### config.mk
export PLATFORM = sky130hd
export DESIGN_NAME = tsb_irq
export DESIGN_NICKNAME = d
export VERILOG_FILES = /design/src/rtl/tsb_pkg.sv /design/src/rtl/tsb_irq.sv
export SDC_FILE = /design/constraint.sdc
export NUM_CORES = 1
export LEC_CHECK = 0
export BUFFER_PORTS_ARGS = -buffer_cell sky130_fd_sc_hd__buf_2
export CAP_MARGIN = 5
export CELL_PAD_IN_SITES_DETAIL_PLACEMENT = 1
export CELL_PAD_IN_SITES_GLOBAL_PLACEMENT = 1
export CORE_MARGIN = 8
export CORE_UTILIZATION = 55
export CTS_CLUSTER_DIAMETER = 200
export DETAILED_ROUTE_END_ITERATION = 12
export PLACE_DENSITY_LB_ADDON = 0.1
export SKIP_CTS_REPAIR_TIMING = 1
export SYNTH_ARGS = -nofsm -noshare
export SYNTH_HDL_FRONTEND = slang
export SYNTH_SLANG_ARGS = --single-unit
### constraint.sdc
create_clock -name clk -period 10.3 [get_ports clk]
set_input_delay 1.545 -clock clk [delete_from_list [all_inputs] [get_ports clk]]
set_output_delay 1.545 -clock clk [all_outputs]
set_load 0.01 [all_outputs]
### src/rtl/tsb_pkg.sv
// Package: register map, fields and sizes of the transmit slip buffer interrupt block
package tsb_pkg;
	// Register byte addresses (channel digit of the printed map held apart)
	localparam logic [15:0] TSB_ADDR_ENABLE  = 16'h0b09;
	localparam logic [15:0] TSB_ADDR_ENABLE_BYTE = 16'h0b09 << 2;
	localparam logic [15:0] TSB_ADDR_STATUS  = 16'h0000;
	localparam logic [15:0] TSB_ADDR_DATA    = 16'h0004;
	localparam logic [15:0] TSB_ADDR_FILL    = 16'h0008;
	// Enable register fields
	localparam int TSB_BIT_FULL_EN  = 7;
	localparam int TSB_BIT_EMPTY_EN = 6;
	localparam int TSB_BIT_SLIP_EN  = 5;
	localparam logic [7:0] TSB_ENABLE_RESET = 8'h00;
	localparam logic [7:0] TSB_ENABLE_WMASK = 8'he0;
	// Status register fields, same positions as enables
	localparam int TSB_BIT_FULL_ST  = 7;
	localparam int TSB_BIT_EMPTY_ST = 6;
	localparam int TSB_BIT_SLIP_ST  = 5;
	localparam logic [7:0] TSB_STATUS_RESET = 8'h00;
	// Buffer shape: two frames of 8-bit octets
	localparam int TSB_FRAME_OCTETS = 24;
	localparam int TSB_DEPTH        = 48;
	// AXI answers
	localparam logic [1:0] TSB_RESP_OKAY   = 2'h0;
	localparam logic [1:0] TSB_RESP_SLVERR = 2'h2;
endpackage

### src/rtl/tsb_irq.sv
// Transmit slip buffer with slip detection, status, enables and interrupt
// Functional notes
// RQ1 - Bit 7 read/write, reset 0, enables the buffer full interrupt.
// RQ2 - Write into full buffer deletes one whole frame, sets full and slip status.
// RQ3 - Bit 6 read/write, reset 0, enables the buffer empty interrupt.
// RQ4 - Read from empty buffer repeats one whole frame, sets empty and slip status.
// RQ5 - Bit 5 read/write, reset 0, enables slip interrupt from deletion or repetition.
// RQ6 - Enable bits 4 to 0 reserved, no function, read zero.
// RQ7 - Status bits record events since last status read, clear on that read.
// RQ8 - Software writes zeros to reserved bits and ignores them on read.
//
// Design decision made here: the AXI4-Lite slave port.
`timescale 1ns/1ns
module tsb_irq
	import tsb_pkg::*;
#(
	parameter int FRAME = TSB_FRAME_OCTETS,
	parameter int DEPTH = TSB_DEPTH
) (
	// Clock and reset
	input  wire logic        clk,
	input  wire logic        sys_rst,
	// AXI4-Lite write address and data
	input  wire logic [15:0] s_axi_awaddr,
	input  wire logic        s_axi_awvalid,
	output logic             s_axi_awready,
	input  wire logic [31:0] s_axi_wdata,
	input  wire logic [3:0]  s_axi_wstrb,
	input  wire logic        s_axi_wvalid,
	output logic             s_axi_wready,
	// AXI4-Lite write response
	output logic [1:0]       s_axi_bresp,
	output logic             s_axi_bvalid,
	input  wire logic        s_axi_bready,
	// AXI4-Lite read
	input  wire logic [15:0] s_axi_araddr,
	input  wire logic        s_axi_arvalid,
	output logic             s_axi_arready,
	output logic [31:0]      s_axi_rdata,
	output logic [1:0]       s_axi_rresp,
	output logic             s_axi_rvalid,
	input  wire logic        s_axi_rready,
	// Transmit data path: writer side and line side
	input  wire logic [7:0]  tx_wr_data,
	input  wire logic        tx_wr_strobe,
	input  wire logic        tx_rd_strobe,
	output logic [7:0]       tx_rd_data,
	// Interrupt
	output logic             irq
);
	localparam int AW = $clog2(DEPTH);
	localparam logic [AW:0] DEPTH_C = (AW+1)'(DEPTH);
	localparam logic [AW:0] FRAME_C = (AW+1)'(FRAME);

	logic [7:0]    mem [DEPTH];
	logic [AW-1:0] wr_ptr;
	logic [AW-1:0] rd_ptr;
	logic [AW:0]   fill;
	logic [7:0]    enable;
	logic [7:0]    status;
	logic          full;
	logic          empty;
	logic          ev_full;
	logic          ev_empty;
	logic          aw_held;
	logic          w_held;
	logic [15:0]   aw_addr;
	logic [31:0]   w_data;
	logic [3:0]    w_strb;
	logic          wr_go;
	logic          rd_go;
	logic          status_rd;

	function automatic logic [AW-1:0] wrap_add(input logic [AW-1:0] p, input logic [AW:0] n);
		logic [AW:0] s;
		s = {1'b0, p} + n;
		if (s >= DEPTH_C)
			s = s - DEPTH_C;
		return s[AW-1:0];
	endfunction

	function automatic logic [AW-1:0] wrap_sub(input logic [AW-1:0] p, input logic [AW:0] n);
		logic [AW:0] s;
		s = {1'b0, p} + DEPTH_C - n;
		if (s >= DEPTH_C)
			s = s - DEPTH_C;
		return s[AW-1:0];
	endfunction

	// Enable register is the only writable word
	function automatic logic hits_enable(input logic [15:0] a);
		return a == TSB_ADDR_ENABLE_BYTE;
	endfunction

	assign full     = (fill == DEPTH_C);
	assign empty    = (fill == '0);
	assign ev_full  = tx_wr_strobe && full;    // RQ2
	assign ev_empty = tx_rd_strobe && empty;   // RQ4

	// Buffer storage; a write into a full buffer still lands after the drop
	always_ff @(posedge clk) begin
		if (tx_wr_strobe)
			mem[wr_ptr] <= tx_wr_data;
	end

	// Pointers and fill; overflow drops the oldest frame, underflow replays the last
	always_ff @(posedge clk) begin
		if (sys_rst) begin
			wr_ptr <= '0;
			rd_ptr <= '0;
			fill   <= '0;
			tx_rd_data <= 8'h00;
		end else begin
			if (tx_wr_strobe)
				wr_ptr <= wrap_add(wr_ptr, (AW+1)'(1));
			if (ev_full) begin
				// A read in the same cycle takes the octet after the dropped frame
				rd_ptr <= wrap_add(rd_ptr, FRAME_C + (AW+1)'(tx_rd_strobe ? 1 : 0)); // RQ2
				fill   <= fill - FRAME_C + (AW+1)'(tx_rd_strobe ? 0 : 1);
				if (tx_rd_strobe)
					tx_rd_data <= mem[wrap_add(rd_ptr, FRAME_C)];
			end else if (ev_empty) begin
				tx_rd_data <= mem[wrap_sub(rd_ptr, FRAME_C)];         // RQ4
				rd_ptr     <= wrap_add(wrap_sub(rd_ptr, FRAME_C), (AW+1)'(1));
				fill       <= FRAME_C - (AW+1)'(1) + (AW+1)'(tx_wr_strobe ? 1 : 0);
			end else begin
				if (tx_rd_strobe) begin
					tx_rd_data <= mem[rd_ptr];
					rd_ptr     <= wrap_add(rd_ptr, (AW+1)'(1));
				end
				fill <= fill + (AW+1)'(tx_wr_strobe ? 1 : 0) - (AW+1)'(tx_rd_strobe ? 1 : 0);
			end
		end
	end

	// AXI write channel capture, in either order
	always_ff @(posedge clk) begin
		if (sys_rst) begin
			aw_held <= 1'b0;
			w_held  <= 1'b0;
			aw_addr <= 16'h0000;
			w_data  <= 32'h0;
			w_strb  <= 4'h0;
		end else begin
			if (s_axi_awvalid && s_axi_awready) begin
				aw_held <= 1'b1;
				aw_addr <= s_axi_awaddr;
			end else if (wr_go)
				aw_held <= 1'b0;
			if (s_axi_wvalid && s_axi_wready) begin
				w_held <= 1'b1;
				w_data <= s_axi_wdata;
				w_strb <= s_axi_wstrb;
			end else if (wr_go)
				w_held <= 1'b0;
		end
	end

	assign s_axi_awready = !aw_held && !s_axi_bvalid;
	assign s_axi_wready  = !w_held && !s_axi_bvalid;
	assign wr_go         = aw_held && w_held && !s_axi_bvalid;

	// Enable register; reserved bits never stored
	always_ff @(posedge clk) begin
		if (sys_rst)
			enable <= TSB_ENABLE_RESET;                     // RQ1 RQ3 RQ5
		else if (wr_go && hits_enable(aw_addr) && w_strb[0])
			enable <= w_data[7:0] & TSB_ENABLE_WMASK;       // RQ1 RQ3 RQ5 RQ6
	end

	always_ff @(posedge clk) begin
		if (sys_rst) begin
			s_axi_bvalid <= 1'b0;
			s_axi_bresp  <= TSB_RESP_OKAY;
		end else if (wr_go) begin
			s_axi_bvalid <= 1'b1;
			s_axi_bresp  <= hits_enable(aw_addr) ? TSB_RESP_OKAY : TSB_RESP_SLVERR;
		end else if (s_axi_bready)
			s_axi_bvalid <= 1'b0;
	end

	// AXI read channel, one cycle answer
	assign s_axi_arready = !s_axi_rvalid;
	assign rd_go         = s_axi_arvalid && s_axi_arready;
	assign status_rd     = rd_go && s_axi_araddr == TSB_ADDR_STATUS;

	always_ff @(posedge clk) begin
		if (sys_rst) begin
			s_axi_rvalid <= 1'b0;
			s_axi_rdata  <= 32'h0;
			s_axi_rresp  <= TSB_RESP_OKAY;
		end else if (rd_go) begin
			s_axi_rvalid <= 1'b1;
			s_axi_rresp  <= TSB_RESP_OKAY;
			case (s_axi_araddr)
				TSB_ADDR_ENABLE_BYTE: s_axi_rdata <= {24'h0, enable};
				TSB_ADDR_STATUS:      s_axi_rdata <= {24'h0, status};
				TSB_ADDR_FILL:        s_axi_rdata <= 32'(fill);
				default: begin
					s_axi_rdata <= 32'h0;
					s_axi_rresp <= TSB_RESP_SLVERR;
				end
			endcase
		end else if (s_axi_rready)
			s_axi_rvalid <= 1'b0;
	end

	// Sticky status; a new event beats the read that clears it
	always_ff @(posedge clk) begin
		if (sys_rst)
			status <= TSB_STATUS_RESET;
		else begin
			if (status_rd)
				status <= 8'h00;                                  // RQ7
			if (ev_full) begin
				status[TSB_BIT_FULL_ST] <= 1'b1;                  // RQ2
				status[TSB_BIT_SLIP_ST] <= 1'b1;                  // RQ5
			end
			if (ev_empty) begin
				status[TSB_BIT_EMPTY_ST] <= 1'b1;                 // RQ4
				status[TSB_BIT_SLIP_ST]  <= 1'b1;                 // RQ5
			end
		end
	end

	assign irq = |(status & enable);                          // RQ1 RQ3 RQ5
endmodule // tsb_irq

==> summary.md, run 1 <==
| Metric | Value |
|---|---|
| Compound-Gate Fraction of Synth Area | 3.53% |
| Hold WC Path Type | flop to flop |
| PwrDens | about 190 mW/mm^2 |
| Distinct cells, synth | 60 |
| Height of the chip | about 220 microns |
| CTS buffer count | 48 |
| Post-route ant nets | 0 |
| Setup violations, final | 0 |
| Synth cell count leaders | edfxtp_1 (384), mux4_2 (224), nor2_1 (107), nand2_1 (78), dfxtp_1 (73) |
| Max H-tree Level | 2 |
| Post-Route WL | 59300 microns |
| PnR worst setup slack | 6.22 ns |
| Top post-synthesis cells by area | edfxtp_1 (52%), mux4_2 (23%), dfxtp_1 (6.6%) |
| Final Hold Fails | 0 |
| Leakage power | between 7 and 8 nW |
| Layout cell share with drive strength beyond 1 | 27.6% |
| # diodes | 0 |
| Multi-input gate area | ~0.0084 sq mm |
| # port buffers | between 70 and 80 |
| Crit path from | rd_ptr[3] |
| Per-cell routed wire length | 30.3 microns |
| Final Wtd Congestion | just over 0.8 |
| Core footprint | 0.0396 sq mm |
| Register area share after synthesis | between 50% and 60% |
| Initial antenna violation count | 2 |
| Synth Instances | 1343 |
| Final-stage net count | 1509 |
| Largest net degree at the start of global routing | 65 |
| Worst endpoint required time | 10.77 ns |
| Critical setup path kind | flop to flop |
| First drt pass iteration count | 5 |
| Reg-to-reg slack, setup | 6.22 ns |
| Run status | completed |
| Vias per cell | 6.58 |
| Final TNS setup | 0 ns |
| Synth Area in XOR/XNOR | 1.03% |
| Clock-pin slew on the worst setup and hold paths | 0.06 ns |
| Root buffer cell | clkbuf_16 |
| Area leader, netlist | edfxtp_1 |
| Async SR Flop Fraction | 0% |
| Multiplexer area fraction after synthesis | 25.0% |
| WP data arrival | 4.55 ns |
| Area delta synth->final | 10.1% |
| Most common cell in the netlist | edfxtp_1 |
| YS warnings | 0 |
| Relative slew slack | 17.2% |
| Clk sinks | 457 |
| EDFF count, synth | 384 |
| Remaining Overflow, GRT | 0 |
| Vias in the first global route | 13700 |
| Area share of the largest cell type after synthesis | 52.4% |
| DRC violations left | 0 |
| Critical Path End Type | flop |
| All-Layer GR Usage | 25.5% |
| Filler cell count | 3543 |
| Critical path launch point type | flop |
| R2R Path Start | rd_ptr[3] |
| RSZ-0062 raised after global routing | false |
| Average cell area after synthesis | 16.4 sq um |
| Worst Path Max Fanout | 16 |
| CTS tree | yes |
| Main synth FF type | edfxtp_1 |
| FF+latch area | 0.0130 sq mm |
| Post-Place Setup Slack | between 5 and 6 ns |
| Fin crit share | between 30% and 40% |
| Max frequency | 0.245 GHz |
| Pins Over Slew Limit | 0 |
| Die W | 216 microns |
| R2R depth | 15 |
| First-pass GRT wire length | between 80000 and 90000 microns |
| Die area | 0.0467 sq mm |
| Clock buffer depth | 3 |
| Initial Utilization | between 50% and 60% |
| Cell Area, Synth | 0.0220 sq mm |
| HPWL Detailed | 37500 microns |
| Row count | 73 |
| Synth Area in Adders | under 10% |
| Hold Crit Start | aw_addr[10] |
| Clock Skews | 0.0214 ns |
| Main combinational cell family by area after synthesis | multiplexers |
| Tmin final | 4.08 ns |
| Max-Cap Viols | 0 |
| Post-synthesis simple-gate area fraction | 6.45% |
| VDD IR max | 0.183 mV |
| Clk_lat worst skew | 0.60 ns |
| Drt initial violations | about 1100 |
| Worst Tran Pin Value | 1.24 ns |
| Via count | 12900 |
| Seq cells post-synth | 457 |
| Io pins | 135 |
## per-layer routing
metal | vias up | part of all wire [%] | track usage (%)
li1 | 5462 | - | -
met3 | 104 | 8.0 | 5.75
met4 | 4 | 3.0 | 8.63
met1 | 6758 | 39 | 33.0
met5 | - | 0.039 | 0
met2 | 534 | 50 | 42.4
## state kept, by name (all words and copies together) (netlist names), named ones only
register      count
status            3
rd_ptr            6
aw_held           1
w_held            1
mem             384
wr_ptr            6
aw_addr          16
enable            3
s_axi_bresp       1
tx_rd_data        8
s_axi_rresp       1
s_axi_rdata       8
s_axi_rvalid      1
s_axi_bvalid      1
fill              7
w_data            3
w_strb            1
## logic make-up after synthesis
group	Yosys count
AO/OA/AOI/OAI	116
flip-flops	457
adder cells (fa/ha/maj)	31
multiplexers	271
AND/OR/NAND/NOR	301
other	1
buffers and inverters	140
XOR/XNOR	26
## through the flow
stage               utilization [%]  instances  total power (W)  hold slack, ns  instance area, sq um
global route                   61.2       1956          0.00485           0.478                 24200
floorplan                         -       1368          0.00276           0.431                 22100
CTS                            61.2       1956          0.00472           0.457                 24200
global placement               57.2       1868          0.00298           0.438                 22700
detailed placement             57.2       1868          0.00300           0.447                 22700
finish                         61.2       1956          0.00469           0.455                 24200
## worst min-delay path by stage
stage,depth (start not counted),slack [ns],end
after floorplan,2,0.43,aw_addr[11]
after global placement,2,0.44,s_axi_rresp[1]
after detailed placement,2,0.45,aw_addr[10]
after CTS,2,0.46,aw_addr[10]
after global routing,2,0.48,aw_addr[14]
final,2,0.46,aw_addr[10]
## layout make-up
type | count | area share, %
Clock buffer | 61 | 5.41
Clock inverter | 27 | 0.991
Inverter | 25 | 0.387
Multi-Input combinational cell | 771 | 34.8
Sequential cell | 457 | 53.7
Tap cell | 525 | 2.71
Timing Repair Buffer | 90 | 2.00
## critical path, stage by stage (launching register included)
cell and delay, ns:
dfxtp_1 0.71, inv_2 0.31, ha_1 0.55, inv_1 0.09
ha_1 0.19, nand4b_1 0.20, mux2i_1 0.26, nand2_1 0.15
xnor2_1 0.28, inv_1 0.10, ha_1 0.20, nand2_1 0.06
a2bb2oi_1 0.24, nor2b_1 0.21, o211ai_1 0.14, a31oi_1 0.28
## placed cells by master, fill, tap and decap left out, drive strengths merged, types with 30 or more instances in the layout
cell    instances
a21oi          37
clkbuf         61
edfxtp        384
buf            90
ha             30
nor2          107
mux2i          46
mux4          224
nand2          78
dfxtp          73
## where the power goes
part / internal (W) / total [W] / switching (W)
registers: 0.00205 / 0.00213 / 0.0000835
logic: 0.000396 / 0.000835 / 0.000439
clock network: 0.000999 / 0.00173 / 0.000727
Power figures use the tool's default switching activity.
==> run 2, diff against run 1 <==
- CORE_UTILIZATION: 55 -> 47
- clock period: 10.3 -> 3.37 ns (I/O delays scaled with it)
==> run 2 against run 1 <==
Clock power rose to 3.2 times the previous value. Register-to-register slack got worse by 5.9 ns. Via count rose by 0.70%. Flip-flop and latch count did not move. Fmax rose by 32%. Global-route usage fell by 2.9 points. Worst setup slack got worse by 5.9 ns. Critical path type unchanged. Highest routed layer is now met4.
==> summary.md, run 2 (same netlist as run 1, synthesis figures left out) <==
| Metric | Value |
|---|---|
| Initial antenna violation count | 0 (-2) |
| Worst endpoint required time | 3.89 ns (-6.88 ns) |
| Post-Place Cells | 2023 (+8.3%) |
| DRC violations left | 0 (unchanged) |
| Max-Cap Viols | 0 (unchanged) |
| PwrDens | 585 mW/mm^2 (+200%) |
| Per-cell routed wire length | 28.7 microns (-5.4%) |
| Setup violations, final | 0 (unchanged) |
| Clock buffer depth | 3 (unchanged) |
| Via count | 13000 (+0.70%) |
| R2R Path Start | rd_ptr[4] |
| Clock Skews | 0.0210 ns (-0.000419 ns) |
| FF+latch area | 0.0130 sq mm (unchanged) |
| HPWL Detailed | 40100 microns (+6.7%) |
| Max frequency | 0.324 GHz (+32%) |
| Crit path from | rd_ptr[4] |
| Critical Path End Type | flop |
| Vias per cell | 6.12 (-6.9%) |
| Height of the chip | 232 microns (+7.6%) |
| Largest regs | mem: 384 flops, aw_addr: 16 flops |
| Row count | 79 (+8.2%) |
| First drt pass iteration count | 5 (unchanged) |
| Clock-pin slew on the worst setup and hold paths | 0.06 ns (about the same) |
| Final Wtd Congestion | 0.832 (+0.17%) |
| Post-Route WL | 60600 microns (+2.3%) |
| Critical Path Slowest Stage Cell | dfxtp_1 |
| Layout cell share with drive strength beyond 1 | 31.8% (+4.2 points) |
| Clk_lat worst skew | 0.61 ns (about the same) |
| Met1 wire length | 25200 microns (+10%) |
| Util after Layout | 54.1% (-7.1 points) |
| Die W | 232 microns (+7.6%) |
| DR WL met3 | 3910 microns (-18%) |
| CP max stage delay | 0.33 ns (-0.38 ns) |
| Clk sinks | 457 (unchanged) |
| VDD IR max | 0.501 mV (+170%) |
| Post-route insts no fill | 2116 (+8.2%) |
| Max reg flops | 384 (unchanged) |
| Area delta synth->final | 13.8% |
| Met2 wire len | 29800 microns (-0.48%) |
| Core footprint | 0.0464 sq mm (+17%) |
| Critical path launch point type | flop |
| Vias in the first global route | 13900 (+2.0%) |
| Critical setup path kind | flop to flop |
| Most used cell, CP | ha_1 |
| First-pass GRT wire length | 90600 microns (+2.3%) |
| Hold WC Path Type | primary input to flop |
| Worst Path Max Fanout | 5 (-11) |
| Top reg by flops | mem |
| Initial Utilization | 47.5% (-8.1 points) |
| Leakage power | 8.26 nW (+5.7%) |
| # port buffers | 76 (unchanged) |
| Commonest non-fill, non-tap cells in the layout | edfxtp_1 (384), mux4_2 (224), nor2_1 (107) |
| Die area | 0.0540 sq mm (+16%) |
| Io pins | 135 (unchanged) |
| # diodes | 0 (unchanged) |
| Remaining Overflow, GRT | 0 (unchanged) |
| Pins Over Slew Limit | 0 (unchanged) |
| Critical-path cell list | inv_1 -> ha_1 -> xnor2_1 -> ha_1 -> nand4b_1 -> mux2i_1 -> nand2_1 -> xnor2_2 -> inv_1 -> ha_1 -> nand2_1 -> a2bb2oi_2 -> a21oi_1 -> or3_1 -> a21oi_1 |
| WP data arrival | 3.60 ns (-0.95 ns) |
| Root buffer cell | clkbuf_16 |
| Worst Tran Pin Value | 1.00 ns (-0.236 ns) |
| Max H-tree Level | 2 (unchanged) |
| Relative slew slack | 33.2% (+16 points) |
| Hold Crit Start | s_axi_rready |
| Run status | completed |
| Multi-input gate area | 0.00846 sq mm (+0.19%) |
| Largest net degree at the start of global routing | 62 (-4.6%) |
| CTS buffer count | 50 (+4.2%) |
| Post-route ant nets | 0 (unchanged) |
| Final Hold Fails | 0 (unchanged) |
| CTS tree | yes |
| Filler cell count | 4286 (+21%) |
| All-Layer GR Usage | 22.6% (-2.9 points) |
| Most common cell after layout, fill and taps aside | edfxtp_1 |
| Total Power | 0.0147 W (+210%) |
| Drt initial violations | 1054 (-7.5%) |
| Tmin final | 3.09 ns (-0.995 ns) |
| Fin crit share | 91.6% (+52 points) |
| Final-stage net count | 1585 (+5.0%) |
| Highest metal used | met4 |
run 2: final timing paths:
check | end | slack, ns | cells past startpoint
setup / recovery | rd_ptr[5] | 0.28 | 15
hold / removal | s_axi_rvalid | 0.09 | 2
setup reg to reg | rd_ptr[5] | 0.28 | 15
hold reg to reg | aw_addr[5] | 0.46 | 2
run 2: area by class of cell:
class	instances	share of cell area (%)
Sequential cell	457	51.9
Multi-Input combinational cell	771	33.7
Clock buffer	66	5.36
Timing Repair Buffer	164	4.45
Tap cell	607	3.03
Clock inverter	26	1.13
Inverter	25	0.374
run 2: per-stage QoR:
step | hold WS, ns | TNS, ns | instance area (sq um) | worst slack (ns)
after floorplan | 0.431 | 0 | 22100 | 0.0250
after global placement | 0.439 | 0 | 23400 | 0.302
after detailed placement | 0.448 | 0 | 23400 | 0.161
after CTS | 0.0645 | 0 | 25000 | 0.115
after global routing | 0.0821 | -0.0367 | 25100 | -0.0184
final | 0.0914 | 0 | 25100 | 0.284
run 2: critical path: cells and delay by family, from the launching register on:
family                   cells  cell delay, ns
buffers and inverters        2            0.20
AND/OR/NAND/NOR              4            0.76
XOR/XNOR                     2            0.43
adder cells (fa/ha/maj)      3            0.62
flip-flops                   1            0.33
multiplexers                 1            0.25
AO/OA/AOI/OAI                3            0.42
run 2: metal layers:
| metal | track usage [%] | vias to the layer above |
|---|---|---|
| met5 | 0 | - |
| met4 | 6.78 | 0 |
| met3 | 4.49 | 93 |
| met2 | 37.4 | 402 |
| met1 | 30.2 | 6832 |
| li1 | - | 5625 |
run 2: power by group:
group | internal (W) | total (W) | switching [W]
clock | 0.00320 | 0.00550 | 0.00230
combinational | 0.00129 | 0.00272 | 0.00143
sequential | 0.00626 | 0.00645 | 0.000190
total | 0.0107 | 0.0147 | 0.00392
